==> src/uart_rx_pkg.sv <==
// package: register map, field positions and reset values for the serial transceiver
package uart_rx_pkg;
	// register byte addresses (word aligned)
	localparam logic [3:0] ADDR_CTRL = 4'h0;
	localparam logic [3:0] ADDR_STATUS = 4'h4;
	localparam logic [3:0] ADDR_RXDATA = 4'h8;
	localparam logic [3:0] ADDR_DIVISOR = 4'hc;
	// control register fields
	localparam int CTRL_PORT_EN = 0;
	localparam int CTRL_SYNC = 1;
	localparam int CTRL_TX_EN = 2;
	localparam int CTRL_RX_EN = 3;
	localparam int CTRL_TX9 = 4;
	localparam int CTRL_RX9 = 5;
	localparam int CTRL_TX_NINTH_BIT = 6;
	localparam int CTRL_TX_INTERRUPT_ENABLE = 7;
	localparam int CTRL_RXIE = 8;
	localparam int CTRL_PERIPHERAL_INTERRUPT_ENABLE = 9;
	localparam int CTRL_GIE = 10;
	localparam int CTRL_WIDTH = 11;
	// status register fields
	localparam int STAT_TXE = 0;
	localparam int STAT_RXAV = 1;
	localparam int STAT_FRAME_ERROR_STATUS = 2;
	localparam int STAT_OVERRUN_FLAG = 3;
	localparam int STAT_RX_NINTH_BIT = 4;
	localparam int STAT_IRQ = 5;
	// reset values and counts
	localparam logic [CTRL_WIDTH-1:0] CTRL_RESET = 11'h000;
	localparam logic [7:0] DIVISOR_RESET = 8'h00;
	localparam logic [3:0] OVERSAMPLE_LAST = 4'hf;
	localparam logic [3:0] HALF_BIT = 4'h7;
	localparam logic [3:0] MID_A = 4'h6;
	localparam logic [3:0] MID_B = 4'h7;
	localparam logic [3:0] MID_C = 4'h8;
	localparam logic [3:0] BITS_EIGHT = 4'h8;
	localparam logic [3:0] BITS_NINE = 4'h9;
endpackage
==> src/rx_fifo.sv <==
// two-entry receive buffer holding nine data bits and a frame error flag per entry
`timescale 1ns/1ps
module rx_fifo #(
	parameter int WIDTH = 10
) (
	// clock and reset
	input wire logic clk,
	input wire logic clear,
	// write side
	input wire logic push,
	input wire logic [WIDTH-1:0] wdata,
	// read side
	input wire logic pop,
	output logic [WIDTH-1:0] rdata,
	output logic empty,
	output logic full
);
	logic [WIDTH-1:0] mem_reg [2];
	logic rd_reg;
	logic wr_reg;
	logic [1:0] cnt_reg;
	logic wr_ok;
	logic rd_ok;

	assign rdata = mem_reg[rd_reg];
	assign empty = (cnt_reg == 2'h0);
	assign full = (cnt_reg == 2'h2);
	assign rd_ok = pop && !empty;
	// a full buffer still takes a character in the cycle its oldest entry is read
	assign wr_ok = push && (!full || rd_ok);

	always_ff @(posedge clk) begin
		if (wr_ok) begin
			mem_reg[wr_reg] <= wdata;
		end
	end

	always_ff @(posedge clk) begin
		if (clear) begin
			rd_reg <= 1'b0;
			wr_reg <= 1'b0;
			cnt_reg <= 2'h0;
		end else begin
			if (wr_ok) begin
				wr_reg <= ~wr_reg;
			end
			if (rd_ok) begin
				rd_reg <= ~rd_reg;
			end
			if (wr_ok && !rd_ok) begin
				cnt_reg <= cnt_reg + 2'h1;
			end else if (!wr_ok && rd_ok) begin
				cnt_reg <= cnt_reg - 2'h1;
			end
		end
	end
endmodule

==> src/uart_rx_core.sv <==
// serial transceiver: transmit setup, full asynchronous receive path, wishbone slave
//
// What this block does
// (RULE_01) turning on transmit enable raises the buffer-empty flag at once
// (RULE_02) sender sets ninth bit to one to mark an address byte
// (RULE_03) software sets divisor, port, nine-bit, enable, interrupts, then loads data
// (RULE_04) tx interrupt requested when all enables and buffer-empty flag are set
// (RULE_05) recovery runs at sixteen ticks per bit; shifter advances once a bit
// (RULE_06) finished characters enter a two-entry buffer; third may be arriving
// (RULE_07) receiver works only with receive enable, async mode, port enable
// (RULE_08) tx pin is output only with port, async mode and transmit enabled; rx pin is always input
// (RULE_09) falling edge, wait half bit, resample; quietly abandon if not low
// (RULE_10) each later bit sampled at centre by majority, one bit apart
// (RULE_11) stop bit zero sets the character's frame error, one clears it
// (RULE_12) completed character enters buffer at once and data-available rises
// (RULE_13) reading receive data returns oldest low byte and removes it
// (RULE_14) data-available is read-only, high while unread data remains
// (RULE_15) rx interrupt only with rx, peripheral, global enables and flag
// (RULE_16) each entry keeps its frame error; status shows the entry last read out
// (RULE_17) frame error stops nothing, raises no interrupt, needs no clear
// (RULE_18) clearing port enable resets the transceiver and frame error
// (RULE_19) third character with buffer full sets overrun; reception halts
// (RULE_20) overrun clears when receive enable or port enable is cleared
// (RULE_21) nine-bit mode shifts nine bits; ninth shown as a status bit
// (RULE_22) software reads frame error and ninth bit after the data byte
// (RULE_23) characters travel lsb first, start bit low, stop bit high
// (RULE_24) sixteen-times tick comes from the shared baud divider
`timescale 1ns/1ps
module uart_rx_core
	import uart_rx_pkg::*;
#(
	parameter int DIV_WIDTH = 8
) (
	// clock and reset
	input wire logic CLK,
	input wire logic RESET,
	// wishbone slave
	input wire logic WB_CYC_I,
	input wire logic WB_STB_I,
	input wire logic WB_WE_I,
	input wire logic [3:0] WB_ADR_I,
	input wire logic [3:0] WB_SEL_I,
	input wire logic [31:0] WB_DAT_I,
	output logic [31:0] WB_DAT_O,
	output logic WB_ACK_O,
	output logic WB_ERR_O,
	// serial pins
	input wire logic SERIAL_IN_PIN_I,
	output logic SERIAL_IN_PIN_OE,
	output logic SERIAL_OUT_PIN_OE,
	// interrupt request to cpu
	output logic IRQ
);
	import uart_rx_pkg::*;

	typedef enum {RX_IDLE, RX_START, RX_DATA, RX_STOP} rx_state_e;

	logic [CTRL_WIDTH-1:0] ctrl_reg;
	logic [DIV_WIDTH-1:0] baud_divisor_reg;
	logic [DIV_WIDTH-1:0] div_cnt_reg;
	logic tick;
	logic sync1_reg, sync2_reg, prev_reg;
	rx_state_e state_reg;
	logic [3:0] os_cnt_reg;
	logic [3:0] bit_cnt_reg;
	logic [2:0] votes_reg;
	logic [8:0] rx_shift_register_reg;
	logic overrun_flag_reg;
	logic ack_reg;
	logic [31:0] rdata_reg;
	logic serial_port_enable, transmit_enable, receive_enable, rx_active;
	logic tx_buffer_empty_flag, rx_data_available_flag;
	logic fifo_push, fifo_pop, fifo_full, fifo_empty, xcvr_clear;
	logic [9:0] fifo_rdata;
	logic bus_req, bus_rd, bus_wr, frame_done;
	logic majority;
	logic frame_error_status_reg;
	logic rx_ninth_bit_reg;

	// ========================================
	// control decode
	assign serial_port_enable = ctrl_reg[CTRL_PORT_EN];
	assign transmit_enable = serial_port_enable && !ctrl_reg[CTRL_SYNC] && ctrl_reg[CTRL_TX_EN];
	assign receive_enable = ctrl_reg[CTRL_RX_EN];
	assign rx_active = receive_enable && !ctrl_reg[CTRL_SYNC] && serial_port_enable; // RULE_07
	assign xcvr_clear = RESET || !serial_port_enable; // RULE_18
	// no transmit shifter here, so the holding buffer is always empty once enabled
	assign tx_buffer_empty_flag = transmit_enable; // RULE_01
	assign rx_data_available_flag = !fifo_empty; // RULE_14
	assign SERIAL_OUT_PIN_OE = transmit_enable; // RULE_08
	assign SERIAL_IN_PIN_OE = 1'b0; // RULE_08
	// frame error deliberately absent from the interrupt term
	assign IRQ = ctrl_reg[CTRL_GIE] && ctrl_reg[CTRL_PERIPHERAL_INTERRUPT_ENABLE]
		&& ((ctrl_reg[CTRL_TX_INTERRUPT_ENABLE] && tx_buffer_empty_flag) // RULE_04
		|| (ctrl_reg[CTRL_RXIE] && rx_data_available_flag)); // RULE_15 RULE_17

	// ========================================
	// wishbone slave, one wait state, ack one cycle
	assign bus_req = WB_CYC_I && WB_STB_I && !ack_reg;
	assign bus_wr = bus_req && WB_WE_I;
	assign bus_rd = bus_req && !WB_WE_I;
	assign WB_ACK_O = ack_reg;
	assign WB_ERR_O = 1'b0;
	assign WB_DAT_O = rdata_reg;

	always_ff @(posedge CLK) begin
		if (RESET) begin
			ack_reg <= 1'b0;
		end else begin
			ack_reg <= bus_req;
		end
	end

	always_ff @(posedge CLK) begin
		if (RESET) begin
			ctrl_reg <= CTRL_RESET;
			baud_divisor_reg <= DIVISOR_RESET;
		end else if (bus_wr) begin
			if (WB_ADR_I == ADDR_CTRL) begin
				if (WB_SEL_I[0]) begin
					ctrl_reg[7:0] <= WB_DAT_I[7:0];
				end
				if (WB_SEL_I[1]) begin
					ctrl_reg[CTRL_WIDTH-1:8] <= WB_DAT_I[CTRL_WIDTH-1:8];
				end
			end else if (WB_ADR_I == ADDR_DIVISOR) begin
				if (WB_SEL_I[0]) begin
					baud_divisor_reg <= WB_DAT_I[DIV_WIDTH-1:0];
				end
			end
		end
	end

	always_ff @(posedge CLK) begin
		if (RESET) begin
			rdata_reg <= 32'h0;
		end else if (bus_rd) begin
			rdata_reg <= 32'h0;
			if (WB_ADR_I == ADDR_CTRL) begin
				rdata_reg[CTRL_WIDTH-1:0] <= ctrl_reg;
			end else if (WB_ADR_I == ADDR_STATUS) begin
				rdata_reg[STAT_TXE] <= tx_buffer_empty_flag;
				rdata_reg[STAT_RXAV] <= rx_data_available_flag;
				rdata_reg[STAT_FRAME_ERROR_STATUS] <= frame_error_status_reg; // RULE_16
				rdata_reg[STAT_OVERRUN_FLAG] <= overrun_flag_reg;
				rdata_reg[STAT_RX_NINTH_BIT] <= rx_ninth_bit_reg; // RULE_21
				rdata_reg[STAT_IRQ] <= IRQ;
			end else if (WB_ADR_I == ADDR_RXDATA) begin
				rdata_reg[7:0] <= fifo_rdata[7:0]; // RULE_13
			end else if (WB_ADR_I == ADDR_DIVISOR) begin
				rdata_reg[DIV_WIDTH-1:0] <= baud_divisor_reg;
			end
		end
	end

	// a data read pops the oldest entry and keeps its flags for the status read after it
	assign fifo_pop = bus_rd && (WB_ADR_I == ADDR_RXDATA); // RULE_13

	// ========================================
	// flags of the character last taken from the buffer
	// held until the next data read, so status read after the byte shows that byte's flags
	always_ff @(posedge CLK) begin
		if (xcvr_clear) begin
			frame_error_status_reg <= 1'b0; // RULE_18
			rx_ninth_bit_reg <= 1'b0;
		end else if (fifo_pop && !fifo_empty) begin
			frame_error_status_reg <= fifo_rdata[9]; // RULE_16
			rx_ninth_bit_reg <= fifo_rdata[8]; // RULE_21
		end
	end

	// ========================================
	// shared baud divider, sixteen ticks per bit
	always_ff @(posedge CLK) begin
		if (xcvr_clear || div_cnt_reg == '0) begin
			div_cnt_reg <= baud_divisor_reg;
		end else begin
			div_cnt_reg <= div_cnt_reg - 1'b1;
		end
	end
	assign tick = serial_port_enable && (div_cnt_reg == '0); // RULE_24 RULE_05

	// ========================================
	// pin synchroniser and receive recovery
	always_ff @(posedge CLK) begin
		if (RESET) begin
			sync1_reg <= 1'b1;
			sync2_reg <= 1'b1;
			prev_reg <= 1'b1;
		end else begin
			sync1_reg <= SERIAL_IN_PIN_I;
			sync2_reg <= sync1_reg;
			prev_reg <= sync2_reg;
		end
	end

	assign majority = (votes_reg[0] & votes_reg[1]) | (votes_reg[0] & votes_reg[2])
		| (votes_reg[1] & votes_reg[2]);

	always_ff @(posedge CLK) begin
		if (tick && os_cnt_reg == MID_A) begin
			votes_reg[0] <= sync2_reg;
		end
		if (tick && os_cnt_reg == MID_B) begin
			votes_reg[1] <= sync2_reg;
		end
		if (tick && os_cnt_reg == MID_C) begin
			votes_reg[2] <= sync2_reg;
		end
	end

	always_ff @(posedge CLK) begin
		if (xcvr_clear) begin
			state_reg <= RX_IDLE;
			os_cnt_reg <= 4'h0;
			bit_cnt_reg <= 4'h0;
			rx_shift_register_reg <= 9'h0;
		end else if (!rx_active || overrun_flag_reg) begin
			state_reg <= RX_IDLE; // RULE_19
		end else begin
			case (state_reg)
				RX_IDLE: begin
					if (prev_reg && !sync2_reg) begin
						state_reg <= RX_START;
						os_cnt_reg <= 4'h0;
					end
				end
				RX_START: begin
					if (tick) begin
						os_cnt_reg <= os_cnt_reg + 4'h1;
						// line high again at the start centre: noise, dropped without error
						if (os_cnt_reg == HALF_BIT && sync2_reg) begin // RULE_09
							state_reg <= RX_IDLE;
						end
						// run out the start bit so the counter wraps on every bit boundary
						if (os_cnt_reg == OVERSAMPLE_LAST) begin
							state_reg <= RX_DATA;
							bit_cnt_reg <= 4'h0;
						end
					end
				end
				RX_DATA: begin
					if (tick) begin
						os_cnt_reg <= os_cnt_reg + 4'h1;
						// votes fall around the centre, the shift at the bit's end, one bit apart
						if (os_cnt_reg == OVERSAMPLE_LAST) begin // RULE_10
							rx_shift_register_reg <= ctrl_reg[CTRL_RX9]
								? {majority, rx_shift_register_reg[8:1]}
								: {1'b0, majority, rx_shift_register_reg[7:1]}; // RULE_23
							bit_cnt_reg <= bit_cnt_reg + 4'h1;
							if (bit_cnt_reg == (ctrl_reg[CTRL_RX9] ? BITS_NINE : BITS_EIGHT)
								- 4'h1) begin // RULE_21
								state_reg <= RX_STOP;
							end
						end
					end
				end
				RX_STOP: begin
					if (tick) begin
						os_cnt_reg <= os_cnt_reg + 4'h1;
						if (os_cnt_reg == OVERSAMPLE_LAST) begin
							state_reg <= RX_IDLE; // RULE_17
						end
					end
				end
				default: state_reg <= RX_IDLE;
			endcase
		end
	end

	assign frame_done = rx_active && !overrun_flag_reg && state_reg == RX_STOP && tick
		&& os_cnt_reg == OVERSAMPLE_LAST; // RULE_12
	assign fifo_push = frame_done && !fifo_full; // RULE_06

	// ========================================
	// overrun: set wins only while receive stays enabled
	always_ff @(posedge CLK) begin
		if (xcvr_clear || !receive_enable) begin
			overrun_flag_reg <= 1'b0; // RULE_20
		end else if (frame_done && fifo_full && !fifo_pop) begin
			overrun_flag_reg <= 1'b1; // RULE_19
		end
	end

	rx_fifo #(
		.WIDTH(10)
	) u_fifo (
		.clk(CLK),
		.clear(xcvr_clear), // RULE_18
		.push(fifo_push || (frame_done && fifo_pop)),
		.wdata({~majority, rx_shift_register_reg}), // RULE_11 RULE_16
		.pop(fifo_pop),
		.rdata(fifo_rdata),
		.empty(fifo_empty),
		.full(fifo_full)
	);
endmodule

==> config.mk <==
export PLATFORM = sky130hd
export DESIGN_NAME = uart_rx_core
export DESIGN_NICKNAME = d
export VERILOG_FILES = /design/src/uart_rx_pkg.sv /design/src/rx_fifo.sv /design/src/uart_rx_core.sv
export SDC_FILE = /design/constraint.sdc
export NUM_CORES = 1
export LEC_CHECK = 0
export BUFFER_PORTS_ARGS = -buffer_cell sky130_fd_sc_hd__buf_2
export CAP_MARGIN = 5
export CELL_PAD_IN_SITES_DETAIL_PLACEMENT = 0
export CELL_PAD_IN_SITES_GLOBAL_PLACEMENT = 1
export CORE_MARGIN = 5
export CORE_UTILIZATION = 42
export DETAILED_ROUTE_END_ITERATION = 8
export PLACE_DENSITY = 0.87
export REMOVE_ABC_BUFFERS = 1
export SLEW_MARGIN = 5
export SYNTH_ARGS = -nofsm -noshare
export SYNTH_HDL_FRONTEND = slang
export SYNTH_HIERARCHICAL = 1
export SYNTH_SLANG_ARGS = --single-unit
==> constraint.sdc <==
create_clock -name CLK -period 3.62 [get_ports CLK]
set_input_delay 0.724 -clock CLK [delete_from_list [all_inputs] [get_ports CLK]]
set_output_delay 0.724 -clock CLK [all_outputs]
set_load 0.02 [all_outputs]
==> impl_results.html, run 1 <==
<table>
<tr><th>Metric</th><th>Value</th></tr>
<tr><th colspan="2">Run status</th></tr>
<tr><td>Status</td><td>completed</td></tr>
<tr><th colspan="2">Setup path</th></tr>
<tr><td>Worst-path fanout max</td><td>14</td></tr>
<tr><td>Critical path's largest stage delay</td><td>~0.36 ns</td></tr>
<tr><td>Slowest stage cell on the critical path</td><td>sky130_fd_sc_hd__dfxtp_1</td></tr>
<tr><td>Worst endpoint data arrival time</td><td>about 3 ns</td></tr>
<tr><td>Cell-by-cell listing of the critical path</td><td>inv_1 &gt; ha_1 &gt; nor3b_1 &gt; and4_1 &gt; buf_4 &gt; o2111a_1 &gt; a21boi_2 &gt; ha_1 &gt; or3_1 &gt; a21oi_1</td></tr>
<tr><td>Worst-case reg-to-reg path depth</td><td>10</td></tr>
<tr><td>Required time reported for the critical path endpoint</td><td>3.91 ns</td></tr>
<tr><td>Crit end category</td><td>flip-flop</td></tr>
<tr><td>Crit Path Category</td><td>reg2reg</td></tr>
<tr><td>Cell with the most instances on the worst path</td><td>sky130_fd_sc_hd__ha_1</td></tr>
<tr><td>Critical path startpoint category</td><td>flip-flop</td></tr>
<tr><th colspan="2">Finish</th></tr>
<tr><td>Nets</td><td>522</td></tr>
<tr><td>Post-route insts no fill</td><td>about 600</td></tr>
<tr><td>Count of inserted antenna diode cells</td><td>0</td></tr>
<tr><td>Number of flip-flops under the largest register name</td><td>20</td></tr>
<tr><td>Fraction of layout instances using a drive strength above 1</td><td>0.190</td></tr>
<tr><td>Area Overhead vs Synth</td><td>10.3%</td></tr>
<tr><td>Most frequent standard cell in the layout excluding fill and tap cells</td><td>sky130_fd_sc_hd__dfxtp_1</td></tr>
<tr><td>Finished Cell Area</td><td>4770 um2</td></tr>
<tr><td>Commonest cells after routing, fill and taps aside</td><td>sky130_fd_sc_hd__dfxtp_1 (69), sky130_fd_sc_hd__nor2_1 (50), sky130_fd_sc_hd__buf_2 (36)</td></tr>
<tr><td>Utilization after layout</td><td>0.469</td></tr>
<tr><th colspan="2">Logic synthesis</th></tr>
<tr><td>Top FF cell, synth</td><td>sky130_fd_sc_hd__dfxtp_1</td></tr>
<tr><td>Total of flip-flops plus latches after synthesis</td><td>92</td></tr>
<tr><td>Syn avg cell area</td><td>around 10 um2</td></tr>
<tr><td>Number of enable flip-flop cells after synthesis</td><td>23</td></tr>
<tr><td>Yosys warning count</td><td>6</td></tr>
<tr><td>Sequential element share of the synthesized area</td><td>0.479</td></tr>
<tr><td>Post-synthesis async set-or-reset flop share</td><td>0</td></tr>
<tr><td>Instance count of the mapped netlist</td><td>433</td></tr>
<tr><td>Cell Area, Synth</td><td>4330 um2</td></tr>
<tr><td>Count of cell types in the netlist</td><td>62</td></tr>
<tr><th colspan="2">STA</th></tr>
<tr><td>Max Clock Skew</td><td>0.0162 ns</td></tr>
<tr><td>Max Freq</td><td>0.368 GHz</td></tr>
<tr><td>Setup TNS Final</td><td>0 ns</td></tr>
<tr><td>Unrepaired setup endpoints after global routing</td><td>false</td></tr>
<tr><td>Worst slew slack as a fraction of its limit</td><td>0.499</td></tr>
<tr><td>Pin slew with the least headroom to its limit</td><td>0.750 ns</td></tr>
<tr><td>Final slew viol count</td><td>0</td></tr>
<tr><td>Final hold violations</td><td>0</td></tr>
<tr><td>Final period util</td><td>0.751</td></tr>
<tr><td>Time the final worst path needs with I/O delays and setup</td><td>2.72 ns</td></tr>
<tr><td>Post-route worst hold slack</td><td>0.422 ns</td></tr>
<tr><td>Setup-failing EPs final</td><td>0</td></tr>
<tr><th colspan="2">CTS</th></tr>
<tr><td>Clock slew at reported path FFs</td><td>~0.1 ns</td></tr>
<tr><td>H-Tree Level Count</td><td>3</td></tr>
<tr><td>Number of sinks handled by clock tree synthesis</td><td>92</td></tr>
<tr><td>Skew-Pair Late Insertion Delay</td><td>0.36 ns</td></tr>
<tr><td>Total CTS buffers</td><td>9</td></tr>
<tr><td>Number of buffers on the longest clock path</td><td>2</td></tr>
<tr><td>Clock tree from TritonCTS</td><td>yes</td></tr>
<tr><td>Number of setup buffers added after CTS</td><td>0</td></tr>
<tr><td>CTS Root Buffer Type</td><td>sky130_fd_sc_hd__clkbuf_8</td></tr>
<tr><td>PostCTS Resize Cnt</td><td>0</td></tr>
<tr><td>Hold buffers post-CTS</td><td>0</td></tr>
<tr><th colspan="2">GRT</th></tr>
<tr><td>Number of antenna violations at the first check in global routing</td><td>0</td></tr>
<tr><td>Wire length of the first global-routing pass</td><td>15900 um</td></tr>
<tr><td>Leftover overflow at the end of global routing</td><td>0</td></tr>
<tr><td>Global router's overall resource usage</td><td>0.156</td></tr>
<tr><td>Vias in the first global route</td><td>3095</td></tr>
<tr><td>Pin count of the biggest net entering global routing</td><td>37</td></tr>
<tr><th colspan="2">Place</th></tr>
<tr><td>Count of buffers inserted at the top-level ports</td><td>36</td></tr>
<tr><td>Post-detailed-placement half-perimeter wirelength</td><td>a little under 7000 um</td></tr>
<tr><td>Placer's final routability congestion estimate</td><td>0.798</td></tr>
<tr><td>Placed cell count</td><td>between 500 and 600</td></tr>
<tr><td>Instance area after placement</td><td>4580 um2</td></tr>
<tr><th colspan="2">Floorplan</th></tr>
<tr><td>Core area</td><td>10200 um2</td></tr>
<tr><td>Number of top-level design ports</td><td>83</td></tr>
<tr><td>Die outline height</td><td>112 um</td></tr>
<tr><td>FP Rows</td><td>37</td></tr>
<tr><td>Die area</td><td>12400 um2</td></tr>
<tr><td>Starting utilization of the core area</td><td>0.425</td></tr>
<tr><td>Die width</td><td>112 um</td></tr>
<tr><th colspan="2">Routing</th></tr>
<tr><td>Total wire length</td><td>9520 um</td></tr>
<tr><td>Initial DRC count</td><td>219</td></tr>
<tr><td>Detailed-router iteration count before antenna repair</td><td>4</td></tr>
<tr><td>Total via count in the routed design</td><td>3258</td></tr>
<tr><td>Post-detailed-route count of antenna-violating nets</td><td>0</td></tr>
<tr><td>Number of design rule violations left after detail routing</td><td>0</td></tr>
<tr><td>Routed wirelength normalized by instance count</td><td>around 16 um</td></tr>
<tr><td>Vias per std cell</td><td>5.34</td></tr>
<tr><th colspan="2">Power</th></tr>
<tr><td>Worst-case vdd ir drop</td><td>0.000171 V</td></tr>
<tr><td>Leakage</td><td>1.98 nW</td></tr>
<tr><td>Power density relative to cell area</td><td>376 nW/um2</td></tr>
<tr><th colspan="2">Hold path</th></tr>
<tr><td>Hold crit path type</td><td>reg2reg</td></tr>
<tr><td>Hold Crit Depth</td><td>1</td></tr>
<tr><th colspan="2">Job</th></tr>
<tr><td>Maximum capacitance violations</td><td>0</td></tr>
</table>
==> synthesized netlist by cell type, types with 3 or more instances <==
cell type,count,area (um2)
sky130_fd_sc_hd__and4_1,3,26.3
sky130_fd_sc_hd__a31oi_1,7,43.8
sky130_fd_sc_hd__ha_1,7,87.6
sky130_fd_sc_hd__buf_2,4,20.0
sky130_fd_sc_hd__nor2_1,50,188
sky130_fd_sc_hd__nor3b_1,4,30.0
sky130_fd_sc_hd__or3_1,3,18.8
sky130_fd_sc_hd__nor2b_1,6,37.5
sky130_fd_sc_hd__clkbuf_1,15,56.3
sky130_fd_sc_hd__and3b_1,3,26.3
sky130_fd_sc_hd__nand2_1,21,78.8
sky130_fd_sc_hd__nand3_1,16,80.1
sky130_fd_sc_hd__a22o_1,3,26.3
sky130_fd_sc_hd__a21oi_1,27,135
sky130_fd_sc_hd__edfxtp_1,23,691
sky130_fd_sc_hd__o21ai_0,17,85.1
sky130_fd_sc_hd__and3_1,3,18.8
sky130_fd_sc_hd__dfxtp_1,69,1380
sky130_fd_sc_hd__or2_2,4,25.0
sky130_fd_sc_hd__and2_1,4,25.0
sky130_fd_sc_hd__inv_1,12,45.0
sky130_fd_sc_hd__nor3_1,7,35.0
sky130_fd_sc_hd__mux4_2,4,90.1
sky130_fd_sc_hd__mux2i_1,23,230
sky130_fd_sc_hd__mux2_2,13,146
sky130_fd_sc_hd__buf_4,24,180
sky130_fd_sc_hd__xor2_1,7,61.3
sky130_fd_sc_hd__a22oi_1,6,45.0
sky130_fd_sc_hd__nand4_1,6,37.5
==> through the flow <==
step / total power [mW] / worst slack [ns]
2_1_floorplan: 1.11 / 0.718
3_3_place_gp: 1.15 / 0.784
3_5_place_dp: 1.15 / 0.721
4_1_cts: 1.81 / 0.869
5_1_grt: 1.87 / 0.711
6_report: 1.79 / 0.900
==> logic make-up after synthesis <==
kind of cell,after synthesis,synth area share
other,1,0.000866
xor gates and xnor gates,9,0.0182
adders and majority gates,8,0.0225
muxes,41,0.110
buffers and inverters,55,0.0697
AOI/OAI and AO/OA,76,0.108
DFF,92,0.479
and+or+nand+nor,151,0.191
==> per-layer routing <==
| layer | up-vias | share of wire | GRT usage |
|---|---|---|---|
| li1 | 1586 | - | - |
| met1 | 1555 | 0.46 | 0.216 |
| met2 | 107 | 0.46 | 0.242 |
| met3 | 10 | 0.063 | 0.0386 |
| met4 | 0 | 0.016 | 0.0470 |
| met5 | - | 0 | 0 |
==> critical path, delay by kind of cell, from the launching register on <==
kind | cells | cell delay (ns)
simple gates | 3 | 0.98
compound gates | 3 | 0.56
buf+inv | 2 | 0.29
flops | 1 | 0.36
fa+ha+maj | 2 | 0.45
==> final timing paths <==
path,startpoint,end,slack [ns]
setup / recovery,div_cnt_reg[0]$_DFF_P_,u_fifo/cnt_reg[1]$_SDFFE_PP0P_,0.90
hold / removal,sync1_reg$_SDFF_PP1_,sync2_reg$_SDFF_PP1_,0.42
setup reg to reg,div_cnt_reg[0]$_DFF_P_,u_fifo/cnt_reg[1]$_SDFFE_PP0P_,0.90
hold reg to reg,sync1_reg$_SDFF_PP1_,sync2_reg$_SDFF_PP1_,0.42
==> final cells by class <==
class	count	area, um2
fillers	972	5410
repair buffers	46	255
well taps	136	170
multi-input cells	308	2040
clock buffers	10	149
flip-flops and latches	92	2070
clock inverters	6	43.8
inverters	12	45.0
==> power by group <==
group          switching [mW]  leakage (nW)  total, mW  internal (mW)
Sequential            0.00194         0.810       1.05           1.05
Combinational          0.0534          1.07     0.0747         0.0213
Clock                   0.373         0.103      0.669          0.296
Total                   0.428          1.98       1.79           1.37
Note: power is estimated with default switching activity, not from simulation.
==> inputs of run 2 (changes only) <==
Clock period 3.62 ns to 2.7 ns, I/O delays scaled along.
==> run 2 against run 1 <==
Sequential share of layout area down 0.51 points; clock-buffer cell count is the same; largest power group unchanged; combinational power rose by 39%; fmax is 12% higher; worst setup slack got worse by 0.63 ns.
==> impl_results.html, run 2 (synthesized netlist as in run 1, its figures left out) <==
<table>
<tr><th>Metric</th><th>Value</th></tr>
<tr><th colspan="2">Run status</th></tr>
<tr><td>Status</td><td>completed</td></tr>
<tr><th colspan="2">CTS</th></tr>
<tr><td>CTS Root Buffer Type</td><td>sky130_fd_sc_hd__clkbuf_8</td></tr>
<tr><td>H-Tree Level Count</td><td>3 (unchanged)</td></tr>
<tr><td>Number of buffers on the longest clock path</td><td>2 (unchanged)</td></tr>
<tr><td>Clock tree from TritonCTS</td><td>yes</td></tr>
<tr><td>PostCTS Resize Cnt</td><td>0 (unchanged)</td></tr>
<tr><td>Number of sinks handled by clock tree synthesis</td><td>92 (unchanged)</td></tr>
<tr><td>Clock slew at reported path FFs</td><td>0.10 ns (about the same)</td></tr>
<tr><td>Number of setup buffers added after CTS</td><td>0 (unchanged)</td></tr>
<tr><td>Skew-Pair Late Insertion Delay</td><td>0.36 ns (about the same)</td></tr>
<tr><td>Total CTS buffers</td><td>9 (unchanged)</td></tr>
<tr><td>Hold buffers post-CTS</td><td>0 (unchanged)</td></tr>
<tr><th colspan="2">Floorplan</th></tr>
<tr><td>FP Rows</td><td>37 (unchanged)</td></tr>
<tr><td>Die area</td><td>12400 um2 (unchanged)</td></tr>
<tr><td>Core area</td><td>10200 um2 (unchanged)</td></tr>
<tr><td>Number of top-level design ports</td><td>83 (unchanged)</td></tr>
<tr><td>Die width</td><td>112 um (unchanged)</td></tr>
<tr><td>Die outline height</td><td>112 um (unchanged)</td></tr>
<tr><td>Starting utilization of the core area</td><td>0.425 (unchanged)</td></tr>
<tr><th colspan="2">STA</th></tr>
<tr><td>Final slew viol count</td><td>0 (unchanged)</td></tr>
<tr><td>Pin slew with the least headroom to its limit</td><td>0.696 ns (-0.0536 ns)</td></tr>
<tr><td>Setup-failing EPs final</td><td>0 (unchanged)</td></tr>
<tr><td>Unrepaired setup endpoints after global routing</td><td>false</td></tr>
<tr><td>Post-route worst hold slack</td><td>0.361 ns (-0.0609 ns)</td></tr>
<tr><td>Final hold violations</td><td>0 (unchanged)</td></tr>
<tr><td>Max Clock Skew</td><td>0.0144 ns (-0.00177 ns)</td></tr>
<tr><td>Worst slew slack as a fraction of its limit</td><td>0.535 (+0.0358)</td></tr>
<tr><td>Max Freq</td><td>0.411 GHz (+12%)</td></tr>
<tr><td>Time the final worst path needs with I/O delays and setup</td><td>2.43 ns (-0.285 ns)</td></tr>
<tr><td>Final period util</td><td>0.902 (+0.150)</td></tr>
<tr><th colspan="2">Place</th></tr>
<tr><td>Count of buffers inserted at the top-level ports</td><td>36 (unchanged)</td></tr>
<tr><td>Placer's final routability congestion estimate</td><td>0.796 (-0.18%)</td></tr>
<tr><td>Post-detailed-placement half-perimeter wirelength</td><td>7240 um (+5.9%)</td></tr>
<tr><th colspan="2">Setup path</th></tr>
<tr><td>Worst-path fanout max</td><td>5 (-9)</td></tr>
<tr><td>Crit Path Category</td><td>reg2reg</td></tr>
<tr><td>Required time reported for the critical path endpoint</td><td>2.99 ns (-0.92 ns)</td></tr>
<tr><td>Critical path startpoint category</td><td>flip-flop</td></tr>
<tr><td>Worst endpoint data arrival time</td><td>2.73 ns (-0.28 ns)</td></tr>
<tr><td>Crit end category</td><td>flip-flop</td></tr>
<tr><th colspan="2">Finish</th></tr>
<tr><td>Most frequent standard cell in the layout excluding fill and tap cells</td><td>sky130_fd_sc_hd__dfxtp_1</td></tr>
<tr><td>Fraction of layout instances using a drive strength above 1</td><td>0.203 (+0.0134)</td></tr>
<tr><td>Commonest cells after routing, fill and taps aside</td><td>sky130_fd_sc_hd__dfxtp_1 (69), sky130_fd_sc_hd__nor2_1 (50), sky130_fd_sc_hd__buf_2 (36)</td></tr>
<tr><td>Nets</td><td>530 (+1.5%)</td></tr>
<tr><td>Number of flip-flops under the largest register name</td><td>20 (unchanged)</td></tr>
<tr><td>Total of fill cells in the finished design</td><td>946 (-2.7%)</td></tr>
<tr><td>Count of inserted antenna diode cells</td><td>0 (unchanged)</td></tr>
<tr><td>Area Overhead vs Synth</td><td>11.6%</td></tr>
<tr><th colspan="2">Power</th></tr>
<tr><td>Switching power</td><td>604 uW (+41%)</td></tr>
<tr><td>Post-route total power</td><td>2.42 mW (+35%)</td></tr>
<tr><td>Power share of the combinational group</td><td>0.043 (about the same)</td></tr>
<tr><td>Leakage</td><td>2.02 nW (+1.7%)</td></tr>
<tr><td>Clock power frac</td><td>0.374 (about the same)</td></tr>
<tr><td>Worst-case vdd ir drop</td><td>0.000203 V (+18%)</td></tr>
<tr><td>Power density relative to cell area</td><td>501 nW/um2 (+33%)</td></tr>
<tr><td>Internal power component</td><td>1.82 mW (+33%)</td></tr>
<tr><td>Flop pwr share</td><td>0.583 (-0.003)</td></tr>
<tr><td>Switching share of power</td><td>0.250 (+0.0110)</td></tr>
<tr><th colspan="2">GRT</th></tr>
<tr><td>Met1 layer usage reported by global route</td><td>0.210 (-0.00633)</td></tr>
<tr><td>Global router's overall resource usage</td><td>0.158 (+0.00241)</td></tr>
<tr><td>Number of antenna violations at the first check in global routing</td><td>0 (unchanged)</td></tr>
<tr><td>Wire length of the first global-routing pass</td><td>16200 um (+2.1%)</td></tr>
<tr><td>Vias in the first global route</td><td>3282 (+6.0%)</td></tr>
<tr><td>Leftover overflow at the end of global routing</td><td>0 (unchanged)</td></tr>
<tr><td>Most used routing layer in global routing</td><td>met2</td></tr>
<tr><td>Pin count of the biggest net entering global routing</td><td>37 (unchanged)</td></tr>
<tr><td>Met3 Use GR</td><td>0.0342 (-0.00435)</td></tr>
<tr><td>Global Route met2 Usage</td><td>0.259 (+0.0177)</td></tr>
<tr><th colspan="2">Routing</th></tr>
<tr><td>Number of design rule violations left after detail routing</td><td>0 (unchanged)</td></tr>
<tr><td>Total via count in the routed design</td><td>3343 (+2.6%)</td></tr>
<tr><td>Total wire length</td><td>9890 um (+3.9%)</td></tr>
<tr><td>Initial DRC count</td><td>254 (+16%)</td></tr>
<tr><td>Post-detailed-route count of antenna-violating nets</td><td>0 (unchanged)</td></tr>
<tr><td>Routed wirelength normalized by instance count</td><td>16.0 um (+2.6%)</td></tr>
<tr><td>Vias per std cell</td><td>5.41 (+1.3%)</td></tr>
<tr><td>Detailed-router iteration count before antenna repair</td><td>5 (+1)</td></tr>
<tr><th colspan="2">Job</th></tr>
<tr><td>Maximum capacitance violations</td><td>0 (unchanged)</td></tr>
<tr><th colspan="2">Hold path</th></tr>
<tr><td>Hold crit path type</td><td>in2reg</td></tr>
</table>
run 2: changes by cell type in the layout (fill, tap and decap cells not counted):
| cell | previous run | this run |
|---|---|---|
| sky130_fd_sc_hd__inv_4 | 2 | 1 |
| sky130_fd_sc_hd__inv_8 | 0 | 1 |
| sky130_fd_sc_hd__clkinvlp_4 | 0 | 1 |
| sky130_fd_sc_hd__clkbuf_16 | 1 | 0 |
| sky130_fd_sc_hd__buf_4 | 10 | 18 |
| sky130_fd_sc_hd__clkinv_4 | 2 | 0 |
| sky130_fd_sc_hd__inv_6 | 1 | 3 |
| sky130_fd_sc_hd__clkinv_2 | 1 | 0 |
| sky130_fd_sc_hd__clkbuf_8 | 9 | 10 |
run 2: final cells by class:
class                      count  area, um2  area share
multi-input combinational    308       2040       0.422
clock buffer                  10        138      0.0285
inverter                      12       45.0     0.00933
tap                          136        170      0.0352
timing repair buffer          54        315      0.0653
sequential                    92       2070       0.429
clock inverter                 6       51.3      0.0106
run 2: per-stage QoR:
stage	area (um2)	setup TNS, ns	setup slack (ns)	util	instances
after floorplan	4160	-0.178	-0.0178	-	412
after global placement	4640	0	0.171	0.456	602
after detailed placement	4640	0	0.140	0.456	602
after CTS	4830	0	0.282	0.474	618
after global routing	4830	0	0.0704	0.474	618
final	4830	0	0.265	0.474	618
run 2: critical path, stage by stage, from the launching register on:
cell and delay (ns):
sky130_fd_sc_hd__dfxtp_1 0.36, sky130_fd_sc_hd__inv_1 0.09, sky130_fd_sc_hd__ha_1 0.16, sky130_fd_sc_hd__nor3b_1 0.28, sky130_fd_sc_hd__and4_1 0.30, sky130_fd_sc_hd__o2111a_1 0.20, sky130_fd_sc_hd__a21boi_2 0.20, sky130_fd_sc_hd__ha_1 0.29
sky130_fd_sc_hd__or3_1 0.35, sky130_fd_sc_hd__a21oi_1 0.14
run 2: path summary, 6_finish.rpt:
check / startpoint / to / slack [ns] / cells past startpoint
max reg2reg: div_cnt_reg[0]$_DFF_P_ / u_fifo/cnt_reg[1]$_SDFFE_PP0P_ / 0.27 / 9
max: div_cnt_reg[0]$_DFF_P_ / u_fifo/cnt_reg[1]$_SDFFE_PP0P_ / 0.27 / 9
min: SERIAL_IN_PIN_I / sync1_reg$_SDFF_PP1_ / 0.36 / 2
min reg2reg: sync1_reg$_SDFF_PP1_ / sync2_reg$_SDFF_PP1_ / 0.42 / 1
run 2: power groups by stage:
| stage | Sequential [mW] | Combinational, mW | Clock, mW |
|---|---|---|---|
| final | 1.41 | 0.104 | 0.905 |
| after global routing | 1.41 | 0.112 | 0.996 |
| after CTS | 1.41 | 0.102 | 0.923 |
| after floorplan | 1.44 | 0.0524 | 0 |
| after detailed placement | 1.44 | 0.101 | 0 |
| after global placement | 1.44 | 0.101 | 0 |
run 2: routing by layer:
| layer | vias up | routed length [um] |
|---|---|---|
| li1 | 1598 | - |
| met5 | - | 0 |
| met3 | 14 | 606 |
| met4 | 0 | 138 |
| met2 | 123 | 4700 |
| met1 | 1608 | 4450 |
